## config.mk

```make
export PLATFORM = sky130hd
export DESIGN_NAME = cpu_state
export DESIGN_NICKNAME = d
export VERILOG_FILES = /design/src/core/cpu_state.v
export VERILOG_INCLUDE_DIRS = /design/src /design/src/core
export SDC_FILE = /design/constraint.sdc
export NUM_CORES = 1
export LEC_CHECK = 0
export ABC_CLOCK_PERIOD_IN_PS = 4000
export BUFFER_PORTS_ARGS = -buffer_cell sky130_fd_sc_hd__clkbuf_2
export CORE_UTILIZATION = 50
export CTS_BUF_LIST = sky130_fd_sc_hd__clkbuf_16
export DETAILED_ROUTE_END_ITERATION = 6
export HOLD_SLACK_MARGIN = 0.03
export PLACE_DENSITY = 0.81
export SLEW_MARGIN = 20
export SYNTH_ARGS = -nofsm -noshare
export SYNTH_HDL_FRONTEND = slang
export SYNTH_SLANG_ARGS = --single-unit
```

## constraint.sdc

```tcl
create_clock -name clk -period 4 [get_ports clk]
set_clock_uncertainty 0.15 [all_clocks]
set_input_delay 1.2 -clock clk [delete_from_list [all_inputs] [get_ports clk]]
set_output_delay 1.2 -clock clk [all_outputs]
set_load 0.01 [all_outputs]
```

## src/core/cpu_state_defines.vh

```
// Constants for the programmer-visible core state and the program-memory map.
// Assumes a byte-wide program memory and a sequencer on the same clock.
`ifndef CPU_STATE_DEFINES_VH
`define CPU_STATE_DEFINES_VH

// Status word bit positions, top to bottom: N V G B H I Z C.
`define SW_CARRY      0
`define SW_ZERO       1
`define SW_IRQ_EN     2
`define SW_HALF       3
`define SW_BREAK      4
`define SW_PAGE       5
`define SW_OVF        6
`define SW_NEG        7
`define SW_RESET_VAL  8'h00

// Program memory map.
`define RESET_VEC     16'hFFFE
`define VEC_BASE      16'hFFE0
`define TABLE_TOP     16'hFFDE
`define PAGE_CALL_HI  8'hFF
`define ROM_MASK      16'h3FFF

// Interrupt vector low bytes, indexed by source code.
`define VEC_ADC       8'hE4
`define VEC_RC_WAKE   8'hE6
`define VEC_INTERVAL  8'hE8
`define VEC_WATCHDOG  8'hEA
`define VEC_TIMER2    8'hEE
`define VEC_TIMER1    8'hF0
`define VEC_TIMER0    8'hF2
`define VEC_EXT_TWO   8'hF6
`define VEC_EXT_ONE   8'hF8
`define VEC_KEY_SCAN  8'hFA
`define VEC_RESET     8'hFE

// Stack page sits at 100h to 17Fh.
`define STACK_PAGE    1'b1

// ALU operation codes.
`define ALU_NONE      3'h0
`define ALU_ADD       3'h1
`define ALU_SUB       3'h2
`define ALU_SHL       3'h3
`define ALU_ROL       3'h4
`define ALU_SHR       3'h5
`define ALU_ROR       3'h6
`define ALU_MOVE      3'h7

// Index operation codes.
`define IDX_NONE      3'h0
`define IDX_LOAD      3'h1
`define IDX_INC       3'h2
`define IDX_DEC       3'h3
`define IDX_CMP       3'h4
`define IDX_FROM_ACC  3'h5

// Address modes for the effective address unit.
`define AM_ABS        2'h0
`define AM_IDX_X      2'h1
`define AM_IDX_Y      2'h2
`define AM_DIRECT     2'h3

`endif

```

## src/core/cpu_state.v

```verilog
// Programmer-visible core state: accumulator, index pair, stack pointer, program
// counter, status word, plus the vector fetch engine of the program-memory map.
// Assumes one sequencer on clk issues at most one state operation per cycle and
// that program memory returns a byte one cycle after rom_addr_q changes.
`include "cpu_state_defines.vh"
`timescale 1ns/1ps
`default_nettype none

// Operation
// (RL1) Reset loads counter from top vector
// (RL2) Stack in 100h-17Fh, not reset
// (RL3) Calls and interrupts move the stack pointer
// (RL4) Accumulator pairs with second index register
// (RL5) Index adds to address; inc/dec/compare/move
// (RL6) Carry from ALU, shifts and rotates
// (RL7) Zero flag follows zero result
// (RL8) Enable flag gates all but reset/break
// (RL9) Service clears enable; instructions set/clear
// (RL10) Half carry sticky until clear-overflow
// (RL11) Break sets break flag
// (RL12) Overflow sticky; bit-test copies bit 6
// (RL13) Negative follows bit 7; bit-test bit 7
// (RL14) Page flag picks direct page 0/1
// (RL15) Program memory 16K read-only of 64K
// (RL16) Fetches beyond 16K wrap to zero
// (RL17) Table call entries below FFC0h downward; the code places them from FFDEh down to FFC0h
// (RL18) Page call reaches page area short
// (RL19) Interrupt vectors at FFE0h onward
// (RL20) Unused vectors usable as program memory
// (RL21) Flags held in one pushable byte
module cpu_state (
  // Clock and reset
  input  wire        clk,
  input  wire        nrst,
  // Program memory read port
  input  wire [7:0]  rom_data,
  output reg  [15:0] rom_addr_q,
  output reg         vec_busy_q,
  // Register loads and transfers
  input  wire        acc_load,
  input  wire [7:0]  acc_din,
  input  wire        pair_load,
  input  wire [15:0] pair_din,
  input  wire [2:0]  idx_op,
  input  wire        idx_sel,
  input  wire [7:0]  idx_din,
  // ALU and bit test
  input  wire [2:0]  alu_op,
  input  wire [7:0]  alu_operand,
  input  wire        bit_test,
  // Flag instructions and status word restore
  input  wire        enable_interrupts_instr,
  input  wire        disable_interrupts_instr,
  input  wire        clear_overflow_instr,
  input  wire        clear_page_instr,
  input  wire        set_page_instr,
  input  wire        status_load,
  input  wire [7:0]  status_din,
  // Flow control
  input  wire        pc_inc,
  input  wire        pc_load,
  input  wire [15:0] pc_din,
  input  wire        call,
  input  wire        ret,
  input  wire        ret_int,
  input  wire        stack_ptr_load,
  input  wire        table_call,
  input  wire [3:0]  table_index,
  input  wire        page_call,
  input  wire [7:0]  page_offset,
  input  wire        software_break,
  input  wire        irq_pending,
  input  wire        int_accept,
  input  wire [3:0]  int_src,
  // Effective address unit
  input  wire [1:0]  addr_mode,
  input  wire [15:0] addr_base,
  output reg  [15:0] eff_addr_q,
  // Visible state
  output reg  [7:0]  acc_q,
  output reg  [7:0]  x_q,
  output reg  [7:0]  y_q,
  output reg  [7:0]  stack_ptr_q,
  output reg  [15:0] pc_q,
  output reg  [7:0]  status_word_q,
  output reg         int_allowed_q
);

  localparam [1:0] S_RUN = 2'h0;
  localparam [1:0] S_LO  = 2'h1;
  localparam [1:0] S_HI  = 2'h2;
  localparam [1:0] S_END = 2'h3;

  reg  [1:0]  state_q;
  reg  [1:0]  state_d;
  reg  [15:0] vec_q;
  reg  [15:0] vec_d;
  reg  [7:0]  vec_lo_q;
  reg  [15:0] pc_d;
  reg  [7:0]  acc_d;
  reg  [7:0]  sw_d;
  reg  [7:0]  alu_res;
  reg         alu_c;
  reg         alu_h;
  reg         alu_v;
  reg  [8:0]  wide;
  reg  [4:0]  nib;
  reg  [7:0]  int_vec_lo;
  reg  [7:0]  idx_cur;
  reg  [7:0]  idx_d;
  reg  [8:0]  cmp;
  wire        irq_en = status_word_q[`SW_IRQ_EN];
  wire        cin    = status_word_q[`SW_CARRY];

  // Interrupt vector lookup by source code; unknown codes land on reset.
  always @* begin
    case (int_src)
      4'h0:    int_vec_lo = `VEC_ADC; // (RL19)
      4'h1:    int_vec_lo = `VEC_RC_WAKE;
      4'h2:    int_vec_lo = `VEC_INTERVAL;
      4'h3:    int_vec_lo = `VEC_WATCHDOG;
      4'h4:    int_vec_lo = `VEC_TIMER2;
      4'h5:    int_vec_lo = `VEC_TIMER1;
      4'h6:    int_vec_lo = `VEC_TIMER0;
      4'h7:    int_vec_lo = `VEC_EXT_TWO;
      4'h8:    int_vec_lo = `VEC_EXT_ONE;
      4'h9:    int_vec_lo = `VEC_KEY_SCAN;
      default: int_vec_lo = `VEC_RESET;
    endcase
  end

  // ALU: for add and subtract, carry, half carry and signed overflow come from the same sum; shifts and rotates take carry from the bit shifted out.
  always @* begin
    alu_res = alu_operand;
    alu_c   = cin;
    alu_h   = 1'b0;
    alu_v   = 1'b0;
    wide    = 9'h000;
    nib     = 5'h00;
    case (alu_op)
      `ALU_ADD: begin
        wide    = {1'b0, acc_q} + {1'b0, alu_operand} + {8'h00, cin};
        nib     = {1'b0, acc_q[3:0]} + {1'b0, alu_operand[3:0]} + {4'h0, cin};
        alu_res = wide[7:0];
        alu_c   = wide[8]; // (RL6)
        alu_h   = nib[4]; // (RL10)
        alu_v   = (acc_q[7] == alu_operand[7]) && (wide[7] != acc_q[7]); // (RL12)
      end
      `ALU_SUB: begin
        wide    = {1'b0, acc_q} - {1'b0, alu_operand} - {8'h00, ~cin};
        nib     = {1'b0, acc_q[3:0]} - {1'b0, alu_operand[3:0]} - {4'h0, ~cin};
        alu_res = wide[7:0];
        alu_c   = ~wide[8]; // (RL6)
        alu_h   = ~nib[4]; // (RL10)
        alu_v   = (acc_q[7] != alu_operand[7]) && (wide[7] != acc_q[7]); // (RL12)
      end
      `ALU_SHL: begin
        alu_res = {acc_q[6:0], 1'b0};
        alu_c   = acc_q[7]; // (RL6)
      end
      `ALU_ROL: begin
        alu_res = {acc_q[6:0], cin};
        alu_c   = acc_q[7];
      end
      `ALU_SHR: begin
        alu_res = {1'b0, acc_q[7:1]};
        alu_c   = acc_q[0];
      end
      `ALU_ROR: begin
        alu_res = {cin, acc_q[7:1]};
        alu_c   = acc_q[0];
      end
      default: alu_res = alu_operand;
    endcase
  end

  // Index unit: selected register, its next value and the compare difference.
  always @* begin
    idx_cur = idx_sel ? y_q : x_q;
    cmp     = {1'b0, idx_cur} - {1'b0, idx_din};
    case (idx_op)
      `IDX_LOAD:     idx_d = idx_din; // (RL5)
      `IDX_INC:      idx_d = idx_cur + 8'h01;
      `IDX_DEC:      idx_d = idx_cur - 8'h01;
      `IDX_FROM_ACC: idx_d = acc_q;
      default:       idx_d = idx_cur;
    endcase
  end

  // Status word next value. Clears are applied first so that a hardware set
  // in the same cycle wins over a software clear.
  always @* begin
    sw_d  = status_load ? status_din : status_word_q; // (RL21)
    acc_d = acc_q;
    if (clear_overflow_instr) begin
      sw_d[`SW_OVF]  = 1'b0; // (RL12)
      sw_d[`SW_HALF] = 1'b0; // (RL10)
    end
    if (clear_page_instr)
      sw_d[`SW_PAGE] = 1'b0; // (RL14)
    if (set_page_instr)
      sw_d[`SW_PAGE] = 1'b1;
    if (disable_interrupts_instr || int_accept)
      sw_d[`SW_IRQ_EN] = 1'b0; // (RL9)
    if (enable_interrupts_instr)
      sw_d[`SW_IRQ_EN] = 1'b1;
    if (software_break)
      sw_d[`SW_BREAK] = 1'b1; // (RL11)
    if (alu_op != `ALU_NONE) begin
      acc_d            = alu_res;
      sw_d[`SW_CARRY]  = alu_c;
      sw_d[`SW_ZERO]   = (alu_res == 8'h00); // (RL7)
      sw_d[`SW_NEG]    = alu_res[7]; // (RL13)
      sw_d[`SW_HALF]   = sw_d[`SW_HALF] | alu_h; // (RL10)
      sw_d[`SW_OVF]    = sw_d[`SW_OVF] | alu_v; // (RL12)
    end else if (acc_load) begin
      acc_d          = acc_din;
      sw_d[`SW_ZERO] = (acc_din == 8'h00); // (RL7)
      sw_d[`SW_NEG]  = acc_din[7];
    end
    if (idx_op == `IDX_CMP) begin
      sw_d[`SW_CARRY] = ~cmp[8];
      sw_d[`SW_ZERO]  = (cmp[7:0] == 8'h00);
      sw_d[`SW_NEG]   = cmp[7];
    end else if (idx_op != `IDX_NONE) begin
      sw_d[`SW_ZERO] = (idx_d == 8'h00);
      sw_d[`SW_NEG]  = idx_d[7];
    end
    if (bit_test) begin
      sw_d[`SW_ZERO] = ((acc_q & alu_operand) == 8'h00);
      sw_d[`SW_OVF]  = alu_operand[6]; // (RL12)
      sw_d[`SW_NEG]  = alu_operand[7]; // (RL13)
    end
  end

  // Vector fetch sequencing and the next program counter.
  always @* begin
    state_d = state_q;
    vec_d   = vec_q;
    pc_d    = pc_q;
    case (state_q)
      S_RUN: begin
        if (int_accept) begin
          vec_d   = `VEC_BASE | {8'h00, int_vec_lo}; // (RL19)
          state_d = S_LO;
        end else if (software_break) begin
          vec_d   = `TABLE_TOP; // (RL11)
          state_d = S_LO;
        end else if (table_call) begin
          vec_d   = `TABLE_TOP - {11'h000, table_index, 1'b0}; // (RL17)
          state_d = S_LO;
        end else if (page_call) begin
          pc_d = {`PAGE_CALL_HI, page_offset}; // (RL18)
        end else if (pc_load) begin
          pc_d = pc_din;
        end else if (pc_inc) begin
          pc_d = pc_q + 16'h0001;
        end
      end
      S_LO:    state_d = S_HI;
      S_HI:    state_d = S_END;
      S_END: begin
        pc_d    = {rom_data, vec_lo_q};
        state_d = S_RUN;
      end
      default: state_d = S_RUN;
    endcase
  end

  // Control registers with a defined reset state.
  always @(posedge clk) begin
    if (!nrst) begin
      state_q       <= S_LO;
      vec_q         <= `RESET_VEC; // (RL1)
      vec_lo_q      <= 8'h00;
      pc_q          <= 16'h0000;
      rom_addr_q    <= `RESET_VEC & `ROM_MASK;
      vec_busy_q    <= 1'b1;
      status_word_q <= `SW_RESET_VAL;
      int_allowed_q <= 1'b0;
      eff_addr_q    <= 16'h0000;
    end else begin
      state_q       <= state_d;
      vec_q         <= vec_d;
      pc_q          <= pc_d; // (RL1)
      status_word_q <= sw_d;
      vec_busy_q    <= (state_d != S_RUN);
      int_allowed_q <= irq_pending & irq_en; // (RL8)
      if (state_q == S_HI)
        vec_lo_q <= rom_data;
      // Program memory is only ever read; the top bits fold onto the 16K array.
      if (state_d == S_LO)
        rom_addr_q <= vec_d & `ROM_MASK; // (RL15)
      else if (state_d == S_HI)
        rom_addr_q <= (vec_q + 16'h0001) & `ROM_MASK;
      else
        rom_addr_q <= pc_d & `ROM_MASK; // (RL16)
      case (addr_mode)
        `AM_IDX_X: eff_addr_q <= addr_base + {8'h00, x_q}; // (RL5)
        `AM_IDX_Y: eff_addr_q <= addr_base + {8'h00, y_q};
        `AM_DIRECT: eff_addr_q <= {7'h00, status_word_q[`SW_PAGE], addr_base[7:0]}; // (RL14)
        default:   eff_addr_q <= addr_base;
      endcase
    end
  end

  // Data registers: software must initialise them, so reset leaves them alone.
  always @(posedge clk) begin
    if (pair_load) begin
      y_q   <= pair_din[15:8]; // (RL4)
      acc_q <= pair_din[7:0];
    end else begin
      acc_q <= acc_d;
      if (idx_op != `IDX_NONE && idx_op != `IDX_CMP && idx_sel)
        y_q <= idx_d;
    end
    if (idx_op != `IDX_NONE && idx_op != `IDX_CMP && !idx_sel)
      x_q <= idx_d; // (RL5)
  end

  // Stack pointer: undefined after reset by design; a call pushes two bytes,
  // an accepted interrupt or break pushes three (counter and status word).
  always @(posedge clk) begin
    if (stack_ptr_load)
      stack_ptr_q <= x_q; // (RL2)
    else if (nrst && state_q == S_RUN && (int_accept || software_break))
      stack_ptr_q <= stack_ptr_q - 8'h03; // (RL3)
    else if (call || table_call || page_call)
      stack_ptr_q <= stack_ptr_q - 8'h02; // (RL3)
    else if (ret_int)
      stack_ptr_q <= stack_ptr_q + 8'h03;
    else if (ret)
      stack_ptr_q <= stack_ptr_q + 8'h02;
  end

endmodule
`default_nettype wire

```

==> run metrics, run 1 <==
Fin. Hold Viols 0; sequential area share after synthesis 27.95%; IO Pins 225; Core Region 17960 um2; Max Fclk 0.2682 GHz; vias per cell 6.048; hold worst-path end vec_lo_q[4]; Layout Nets 1583; Pwr Total 4.270 mW; Primary FF master, synth dfxtp_1; endpoint class of the critical path register; reg2reg path depth 12; commonest non-fill, non-tap cell in the layout clkbuf_2; worst reg-to-reg setup slack 0.66 ns; Power Internal 2.618 mW; Mapped Area 9169 um2; RR Startpoint acc_q[4]; clock root buffer clkbuf_16; die area 18880 um2; Worst Path Max Fanout 5; Comb pwr share 42.4%; main area contributors after synthesis dfxtp_1, edfxtp_1, ha_1; Netlist cell types 93; most frequent cells in the layout clkbuf_2, nand2_1, nor2_1; P per Cell Area 383.0 nW/um2; Setup crit start kind primary input; Slew HR 43.78%; CTS tree built; final setup fails 0; Switching Share 38.69%; Core Util, Final 62.07%; flops & latches, synth 112; clock network power share 22.9%; Pleak 4.972 nW; Synth area leader dfxtp_1; Post-route DRC 0; layout cells sized above 1 25.92%; CTS clk-pin slew, worst paths 0.08 ns; max-slew violation count 0; Max-cap violations 0; routed wire length 28.53 mm; post-layout minimum cycle time 3.729 ns; Area Overhead vs Synth 21.62%; DP HPWL 22.43 mm; Inserted Diodes 0; post-synth top area share 17.47%; area taken by multi-input logic gates 6152 um2; CTS buffer count 9; Tightest Pin Transition 0.8403 ns; vias in the first global route 8793; EDFF count, synth 32; die width 137.4 um; flip-flop and latch area 2562 um2; fill count 1577; Post-Synthesis Mean Instance Area 8.071 um2; final cycle utilization of the critical path 93.22%; arrival time worst endpoint 3.83 ns; Hold WC Path Type reg -> reg; global-route wire length before repair 44.63 mm; register share of total power 34.7%; Die Ht 137.4 um; VDD IR max 0.3105 mV; antenna violations before repair 0; Buffers on Ports 222; H-tree depth 3; largest net degree at the start of global routing 31; Tot GR Track Use 30.26%; unrepaired setup endpoints after global routing false; Yosys warnings 0; fin area 11150 um2; drt wl/cell 17.68 um; CTS sink cnt 112; Placer Congestion 0.9754; Mapped Cells 1136; Vias 9762; Starting Density 51.04%; drt pass-1 iters 6; CP required 4.10 ns; Placed Instance Area 10840 um2; Hold Buf Count CTS 0; 1st-iter DRT viols 852; outcome finished, final reports clean; Final ANT Viol Nets 0; Psw 1.652 mW; post-CTS setup buffers 0; ys async rst share 0%; CP Class in -> reg; reg2reg end status_word_q[1]; latest clock arrival within the worst-skew pair 0.37 ns; # rows 49; Longest Clk Path Bufs 2; post_cts resized 0; gr ovfl total 0; hold path startpoint vec_lo_q[4]; hold depth 2
[power groups by stage]
stage	sequential [mW]	clock (mW)	combinational [mW]
3_3_place_gp	1.50	0	1.74
4_1_cts	1.48	0.981	1.79
5_1_grt	1.50	1.04	2.00
2_1_floorplan	1.51	0	1.09
3_5_place_dp	1.50	0	1.78
6_report	1.48	0.978	1.81
[routing by layer]
layer	vias to the layer above	routed length, um	global-route usage (%)
met3	66	2303	4.452
met2	489	13070	48.91
met4	0	1086	13.80
met5	-	0	0
met1	4576	12070	39.66
li1	4631	-	-
[stage by stage]
stage                     TNS (ns)  hold WS [ns]  std cells  setup WS (ns)
after global placement    -0.02111        0.3165       1598      -0.009511
final                            0        0.3584       1614         0.2710
after floorplan                  0        0.2883       1137        0.04895
after detailed placement   -0.5874        0.3287       1598        -0.1260
after CTS                        0        0.3518       1614         0.2451
after global routing             0        0.3779       1614        0.01784
[cell type report]
cell class,count,share of cell area (%)
sequential,112,22.98
clock buffer,9,2.020
multi-input combinational,909,55.17
timing repair buffer,289,14.47
clock inverter,7,0.7855
inverter,59,1.997
tap,229,2.570
[registers in the layout (all words and copies together) (netlist names)]
register       cells
eff_addr_q        16
pc_q              16
rom_addr_q        14
vec_q             14
acc_q              8
stack_ptr_q        8
status_word_q      8
vec_lo_q           8
x_q                8
y_q                8
state_q            2
int_allowed_q      1
vec_busy_q         1
[critical path, cell delays in order]
cell and delay [ns]:
clkbuf_2 0.16, mux2_4 0.34, clkinv_2 0.06, ha_1 0.14
inv_1 0.05, fa_1 0.38, a21oi_1 0.21, o21ai_0 0.17
o21a_1 0.21, o21a_1 0.17, o21a_1 0.15, o311ai_0 0.37
nand2b_1 0.16, o31ai_1 0.06
[worst max-delay path by stage]
stage	startpoint	to	slack, ns	cells past startpoint
global route	addr_mode[0]	eff_addr_q[10]	0.02	16
global placement	addr_mode[0]	eff_addr_q[14]	-0.01	16
CTS	addr_mode[0]	eff_addr_q[8]	0.25	15
detailed placement	addr_mode[0]	eff_addr_q[8]	-0.13	15
finish	idx_sel	status_word_q[0]	0.27	14
floorplan	idx_op[0]	y_q[7]	0.05	12
[cell usage after synthesis (4+ instances only)]
cell type    n
nand2b_1    15
and3_1       9
nand2_1    128
a221oi_1     7
and2_1      13
nand3_1     28
a31oi_1     12
edfxtp_1    32
clkbuf_1    44
nor3_1      22
nor2_1     107
o221ai_1     6
mux2i_1     40
o21a_1      12
xnor2_1     26
a22o_1       7
mux2_2      28
fa_1         7
nor3_2       4
a211oi_1    11
a22oi_1     16
or3_1       15
xor2_1      22
o22ai_1      8
nor2b_1     17
nand4_1     13
o31ai_1     13
o21ai_0     66
ha_1        61
a21oi_1     64
a21o_1       6
nor3b_1      9
o211ai_1    10
dfxtp_1     80
a221o_1      4
o21ai_1      9
inv_1       56
buf_2        8
nor4_1      11
or2_2        8
[cell families (layout without fill, tap and decap cells)]
group | count (synthesis) | count (layout) | synth area share (%)
AO/OA/AOI/OAI | 298 | 298 | 21.81
buffers and inverters | 116 | 364 | 5.035
multiplexers | 70 | 70 | 8.092
other | 1 | 2 | 0.04090
AND/OR/NAND/NOR | 422 | 422 | 22.53
XOR/XNOR | 48 | 48 | 4.585
adder cells (fa/ha/maj) | 69 | 69 | 9.962
flip-flops | 112 | 112 | 27.95
Note: power is estimated with default switching activity, not from simulation.
==> inputs of run 2 (changes only) <==
--- a/config.mk
+++ b/config.mk
@@ -11,6 +11,7 @@
 export CORE_UTILIZATION = 50
 export CTS_BUF_LIST = sky130_fd_sc_hd__clkbuf_16
 export DETAILED_ROUTE_END_ITERATION = 6
+export GPL_TIMING_DRIVEN = 0
 export HOLD_SLACK_MARGIN = 0.03
 export PLACE_DENSITY = 0.81
 export SLEW_MARGIN = 20
==> run metrics, run 2 (same netlist as run 1, synthesis figures left out) <==
vias in the first global route 8904 (+1.3%); fill count 1639 (+3.9%); hold path startpoint vec_q[13]; fin area 10870 um2 (-2.5%); max-slew violation count 0 (unchanged); Layout Nets 1563 (-1.3%); Comb pwr share 42.1% (-0.3 points); gr ovfl total 0 (unchanged); Buf/Inv on CP 3 (unchanged); final non-filler cell total 1594 (-1.2%); antenna violations before repair 0 (unchanged); Setup crit start kind primary input; CTS buffer count 9 (unchanged); RR Startpoint acc_q[0]; Inserted Diodes 0 (unchanged); register share of total power 35.8% (+1.1 points); Hold WC Path Type reg -> reg; CP required 4.09 ns (about the same); die area 18880 um2 (unchanged); Max-cap violations 0 (unchanged); 1st-iter DRT viols 769 (-9.7%); Placed Instance Area 10540 um2 (-2.7%); most frequent cells in the layout clkbuf_2, nand2_1, nor2_1; Crit path largest cell delay 0.41 ns (+0.03 ns); P per Cell Area 378.3 nW/um2 (-1.2%); Pleak 4.713 nW (-5.2%); CP max stage cell o311ai_0; final setup fails 0 (unchanged); post-CTS setup buffers 0 (unchanged); Final ANT Viol Nets 0 (unchanged); Switching Share 40.24% (+1.5 points); Longest Clk Path Bufs 2 (unchanged); Tot GR Track Use 30.53% (+0.26 points); Max Fclk 0.2573 GHz (-4.0%); Psw 1.655 mW (+0.15%); Core Util, Final 60.51% (-1.6 points); cell repeated most along the worst path o21a_1; Core Region 17960 um2 (unchanged); layout cells sized above 1 22.05% (-3.9 points); Critical path origin idx_sel; commonest non-fill, non-tap cell in the layout clkbuf_2; Hold Buf Count CTS 0 (unchanged); Power Internal 2.457 mW (-6.1%); placed cells 1581 (-1.1%); post-layout minimum cycle time 3.886 ns (+0.1573 ns); Slew HR 45.21% (+1.4 points); routed wire length 29.03 mm (+1.8%); # rows 49 (unchanged); arrival time worst endpoint 3.98 ns (+0.15 ns); H-tree depth 3 (unchanged); CTS clk-pin slew, worst paths 0.08 ns (about the same); Fin. Hold Viols 0 (unchanged); CTS sink cnt 112 (unchanged); Buffers on Ports 215 (-3.2%); outcome finished, final reports clean; CP top delay family compound AO/OA/AOI/OAI gates; final cycle utilization of the critical path 97.16% (+3.9 points); Vias 9664 (-1.0%); crit-path cells buf_6 > mux2_4 > clkinv_2 > ha_1 > inv_1 > fa_1 > a21oi_1 > o21ai_0 > o21a_1 > o21a_1 > o21a_1 > o311ai_0 > nand2b_1 > o31ai_1; latest clock arrival within the worst-skew pair 0.37 ns (about the same); Post-route DRC 0 (unchanged); top flop regs eff_addr_q x16, pc_q x16; Starting Density 51.04% (unchanged); Area Overhead vs Synth 18.56%; clock root buffer clkbuf_16; CTS tree built; endpoint class of the critical path register; VDD IR max 0.2347 mV (-24%); IO Pins 225 (unchanged); Tightest Pin Transition 0.8218 ns (-0.01844 ns); global-route wire length before repair 44.84 mm (+0.46%); Placer Congestion 0.9843 (+0.91%); vias per cell 6.063 (+0.24%); largest net degree at the start of global routing 20 (-35%); CP Class in -> reg; die width 137.4 um (unchanged); DP HPWL 23.10 mm (+3.0%); Worst Path Max Fanout 10 (+5); clock network power share 22.0% (-0.9 points); Die Ht 137.4 um (unchanged); drt wl/cell 18.21 um (+3.0%); unrepaired setup endpoints after global routing true; drt pass-1 iters 7 (+1)
[run 2: timing repair]
| item | 4_1_cts | 5_1_grt |
|---|---|---|
| resized for setup | 2 | 10 |
| endpoints found under the setup margin | 8 | 10 |
| gates cloned | 0 | 0 |
[run 2: final timing paths]
path	to	slack, ns	cells past startpoint
worst max-delay path	status_word_q[0]	0.11	14
worst min-delay path	vec_q[13]	0.35	1
worst max register to register	status_word_q[1]	0.51	11
worst min register to register	vec_q[13]	0.35	1
[run 2: worst register-to-register path: stages, from the launching register on]
cell,delay [ns]
edfxtp_1,0.54
inv_1,0.15
fa_1,0.46
fa_2,0.42
nor3_4,0.21
o31ai_1,0.15
and3_1,0.18
o21ai_0,0.33
a31oi_4,0.19
o41ai_2,0.37
nor3_1,0.10
o221ai_1,0.17
[run 2: metrics by stage]
stage | setup TNS [ns] | worst slack [ns] | power [mW] | hold WS, ns
floorplan | 0 | 0.04895 | 2.598 | 0.2883
global placement | -4.054 | -0.4264 | 3.134 | 0.3230
detailed placement | -5.320 | -0.5037 | 3.174 | 0.3287
CTS | 0 | 0.01043 | 4.069 | 0.3517
global route | -0.05631 | -0.05631 | 4.337 | 0.3709
finish | 0 | 0.1137 | 4.112 | 0.3450
[run 2: metal layers]
layer	up-vias	routed length, um	GRT usage [%]
met5	-	0	0
met4	0	986	13.68
met3	61	2050	3.974
met2	460	13780	51.81
met1	4547	12220	38.45
li1	4596	-	-
[run 2: layout make-up]
cell class,count,area (um2),area share (%)
Tap cell,229,286.5,2.636
Sequential cell,112,2562,23.57
Inverter,59,222.7,2.049
Multi-Input combinational cell,909,6210,57.12
Clock buffer,9,225.2,2.072
Buffer,54,227.7,2.095
Timing Repair Buffer,215,1076,9.899
Clock inverter,7,60.06,0.5525
[run 2: power groups by stage]
stage | Sequential, mW | Clock [mW] | Combinational [mW]
6_report | 1.47 | 0.907 | 1.73
5_1_grt | 1.49 | 0.944 | 1.90
4_1_cts | 1.47 | 0.907 | 1.69
3_5_place_dp | 1.50 | 0 | 1.68
3_3_place_gp | 1.49 | 0 | 1.64
2_1_floorplan | 1.51 | 0 | 1.09
==> inputs of run 3 (changes only) <==
--- a/config.mk
+++ b/config.mk
@@ -6,14 +6,14 @@
 export SDC_FILE = /design/constraint.sdc
 export NUM_CORES = 1
 export LEC_CHECK = 0
-export ABC_CLOCK_PERIOD_IN_PS = 4000
+export ABC_CLOCK_PERIOD_IN_PS = 4700
 export BUFFER_PORTS_ARGS = -buffer_cell sky130_fd_sc_hd__clkbuf_2
-export CORE_UTILIZATION = 50
+export CORE_UTILIZATION = 48
 export CTS_BUF_LIST = sky130_fd_sc_hd__clkbuf_16
 export DETAILED_ROUTE_END_ITERATION = 6
 export GPL_TIMING_DRIVEN = 0
 export HOLD_SLACK_MARGIN = 0.03
-export PLACE_DENSITY = 0.81
+export PLACE_DENSITY = 0.76
 export SLEW_MARGIN = 20
 export SYNTH_ARGS = -nofsm -noshare
 export SYNTH_HDL_FRONTEND = slang
==> constraint.sdc (replaced) <==
create_clock -name clk -period 4.7 [get_ports clk]
set_clock_uncertainty 0.15 [all_clocks]
set_input_delay 1.41 -clock clk [delete_from_list [all_inputs] [get_ports clk]]
set_output_delay 1.41 -clock clk [all_outputs]
set_load 0.01 [all_outputs]
==> run metrics, run 3 (same netlist as run 1, synthesis figures left out) <==
Tightest Pin Transition 0.9792 ns (+0.1574 ns); Hold Buf Count CTS 0 (unchanged); CP required 4.78 ns (+0.69 ns); clock network power share 22.0% (about the same); post_cts resized 0 (-2); most frequent cells in the layout clkbuf_2, nand2_1, nor2_1; Placer Congestion 0.9601 (-2.5%); endpoint class of the critical path register; Longest Clk Path Bufs 2 (unchanged); Max-cap violations 0 (unchanged); final setup fails 0 (unchanged); Starting Density 49.02% (-2.0 points); outcome finished, final reports clean; register share of total power 36.2% (+0.4 points); gr ovfl total 0 (unchanged); unrepaired setup endpoints after global routing false; die width 140.2 um (+2.0%); top flop regs eff_addr_q x16, pc_q x16; Area Overhead vs Synth 18.11%; CTS buffer count 9 (unchanged); Hold WC Path Type reg -> reg; Buffers on Ports 215 (unchanged); Inserted Diodes 0 (unchanged); latest clock arrival within the worst-skew pair 0.36 ns (about the same); Worst Path Max Fanout 10 (unchanged); Tot GR Track Use 28.77% (-1.8 points); Fin. Hold Viols 0 (unchanged); Pwr Total 3.457 mW (-16%); Comb pwr share 41.8% (-0.3 points); drt wl/cell 17.76 um (-2.5%); Psw 1.373 mW (-17%); Max Fclk 0.2284 GHz; Power Internal 2.084 mW (-15%); Setup crit start kind primary input; vias in the first global route 8771 (-1.5%); Final ANT Viol Nets 0 (unchanged); layout cells sized above 1 21.65% (-0.40 points); Pleak 4.711 nW (about the same); Core Region 18710 um2 (+4.1%); Slew HR 34.72% (-10 points); antenna violations before repair 0 (unchanged); CTS tree built; clock root buffer clkbuf_16; drt pass-1 iters 5 (-2); Post-route DRC 0 (unchanged); post-layout minimum cycle time 4.378 ns; largest net degree at the start of global routing 20 (unchanged); routed wire length 28.44 mm (-2.1%); P per Cell Area 319.2 nW/um2 (-16%); dpl ws -0.1111 ns (+0.3926 ns); IO Pins 225 (unchanged); vias per cell 5.944 (-2.0%); CP Class in -> reg; final cycle utilization of the critical path 93.15%; DP HPWL 22.55 mm (-2.4%); final worst slack 0.3221 ns (+0.2084 ns); CTS sink cnt 112 (unchanged); VDD IR max 0.1882 mV (-20%); max-slew violation count 0 (unchanged); Vias 9517 (-1.5%); Layout Nets 1565 (+0.13%); die area 19660 um2 (+4.1%); H-tree depth 3 (unchanged); post-CTS setup buffers 0 (unchanged); commonest non-fill, non-tap cell in the layout clkbuf_2; 1st-iter DRT viols 742 (-3.5%); Switching Share 39.72% (-0.52 points); # rows 50 (+2.0%); global-route wire length before repair 44.83 mm (about the same); CTS clk-pin slew, worst paths 0.08 ns (about the same); arrival time worst endpoint 4.46 ns (+0.48 ns); Die Ht 140.2 um (+2.0%)
## run 3: cell count changes in the layout (fill, tap and decap cells not counted), sizes merged
cell / previous run / this run
clkbuf: 265 / 267
clkinv: 6 / 5
inv: 59 / 60
## run 3: critical path: stages
cell       delay [ns]
buf_2            0.17
clkbuf_1         0.33
inv_1            0.12
nor2_2           0.35
ha_1             0.37
a211o_1          0.36
a211oi_1         0.27
nor3b_1          0.10
o211ai_1         0.31
nand4bb_1        0.19
nor4_1           0.07
nor3_1           0.25
o221ai_1         0.15
## run 3: routing by layer
metal	track usage, %	part of all wire [%]
met1	36.96	42
met5	0	0
met4	11.28	3.2
met3	3.761	8.2
met2	48.95	47
## run 3: stage by stage
step | area, um2 | hold WS (ns) | utilization [%] | setup TNS (ns) | cells
CTS | 10830 | 0.3408 | 57.87 | 0 | 1602
finish | 10830 | 0.3483 | 57.89 | 0 | 1601
detailed placement | 10540 | 0.3232 | 56.35 | -0.2363 | 1586
global placement | 10540 | 0.3098 | 56.35 | -0.05641 | 1586
floorplan | 9173 | 0.2883 | - | 0 | 1137
global route | 10830 | 0.3589 | 57.89 | 0 | 1601
## run 3: area by class of cell
cell class / instances / area, um2
well taps: 234 / 292.8
multi-input cells: 909 / 6156
inverters: 59 / 222.7
clock inverters: 7 / 58.81
clock buffers: 9 / 225.2
fillers: 1721 / 7876
flip-flops and latches: 112 / 2562
repair buffers: 215 / 1076
plain buffers: 56 / 235.2
## run 3: power groups by stage
stage / logic (mW) / clock network [mW] / registers (mW)
after global routing: 1.59 / 0.808 / 1.26
final: 1.45 / 0.761 / 1.25
after detailed placement: 1.42 / 0 / 1.27
after floorplan: 0.925 / 0 / 1.29
after global placement: 1.39 / 0 / 1.27
after CTS: 1.42 / 0.772 / 1.25
## run 3: path summary, 6_finish.rpt
check | startpoint | to | slack, ns | depth (start not counted)
worst min register to register | vec_q[10] | vec_q[10] | 0.35 | 2
worst min-delay path | vec_q[10] | vec_q[10] | 0.35 | 2
worst max register to register | acc_q[0] | status_word_q[1] | 1.01 | 11
worst max-delay path | idx_op[0] | status_word_q[1] | 0.32 | 13
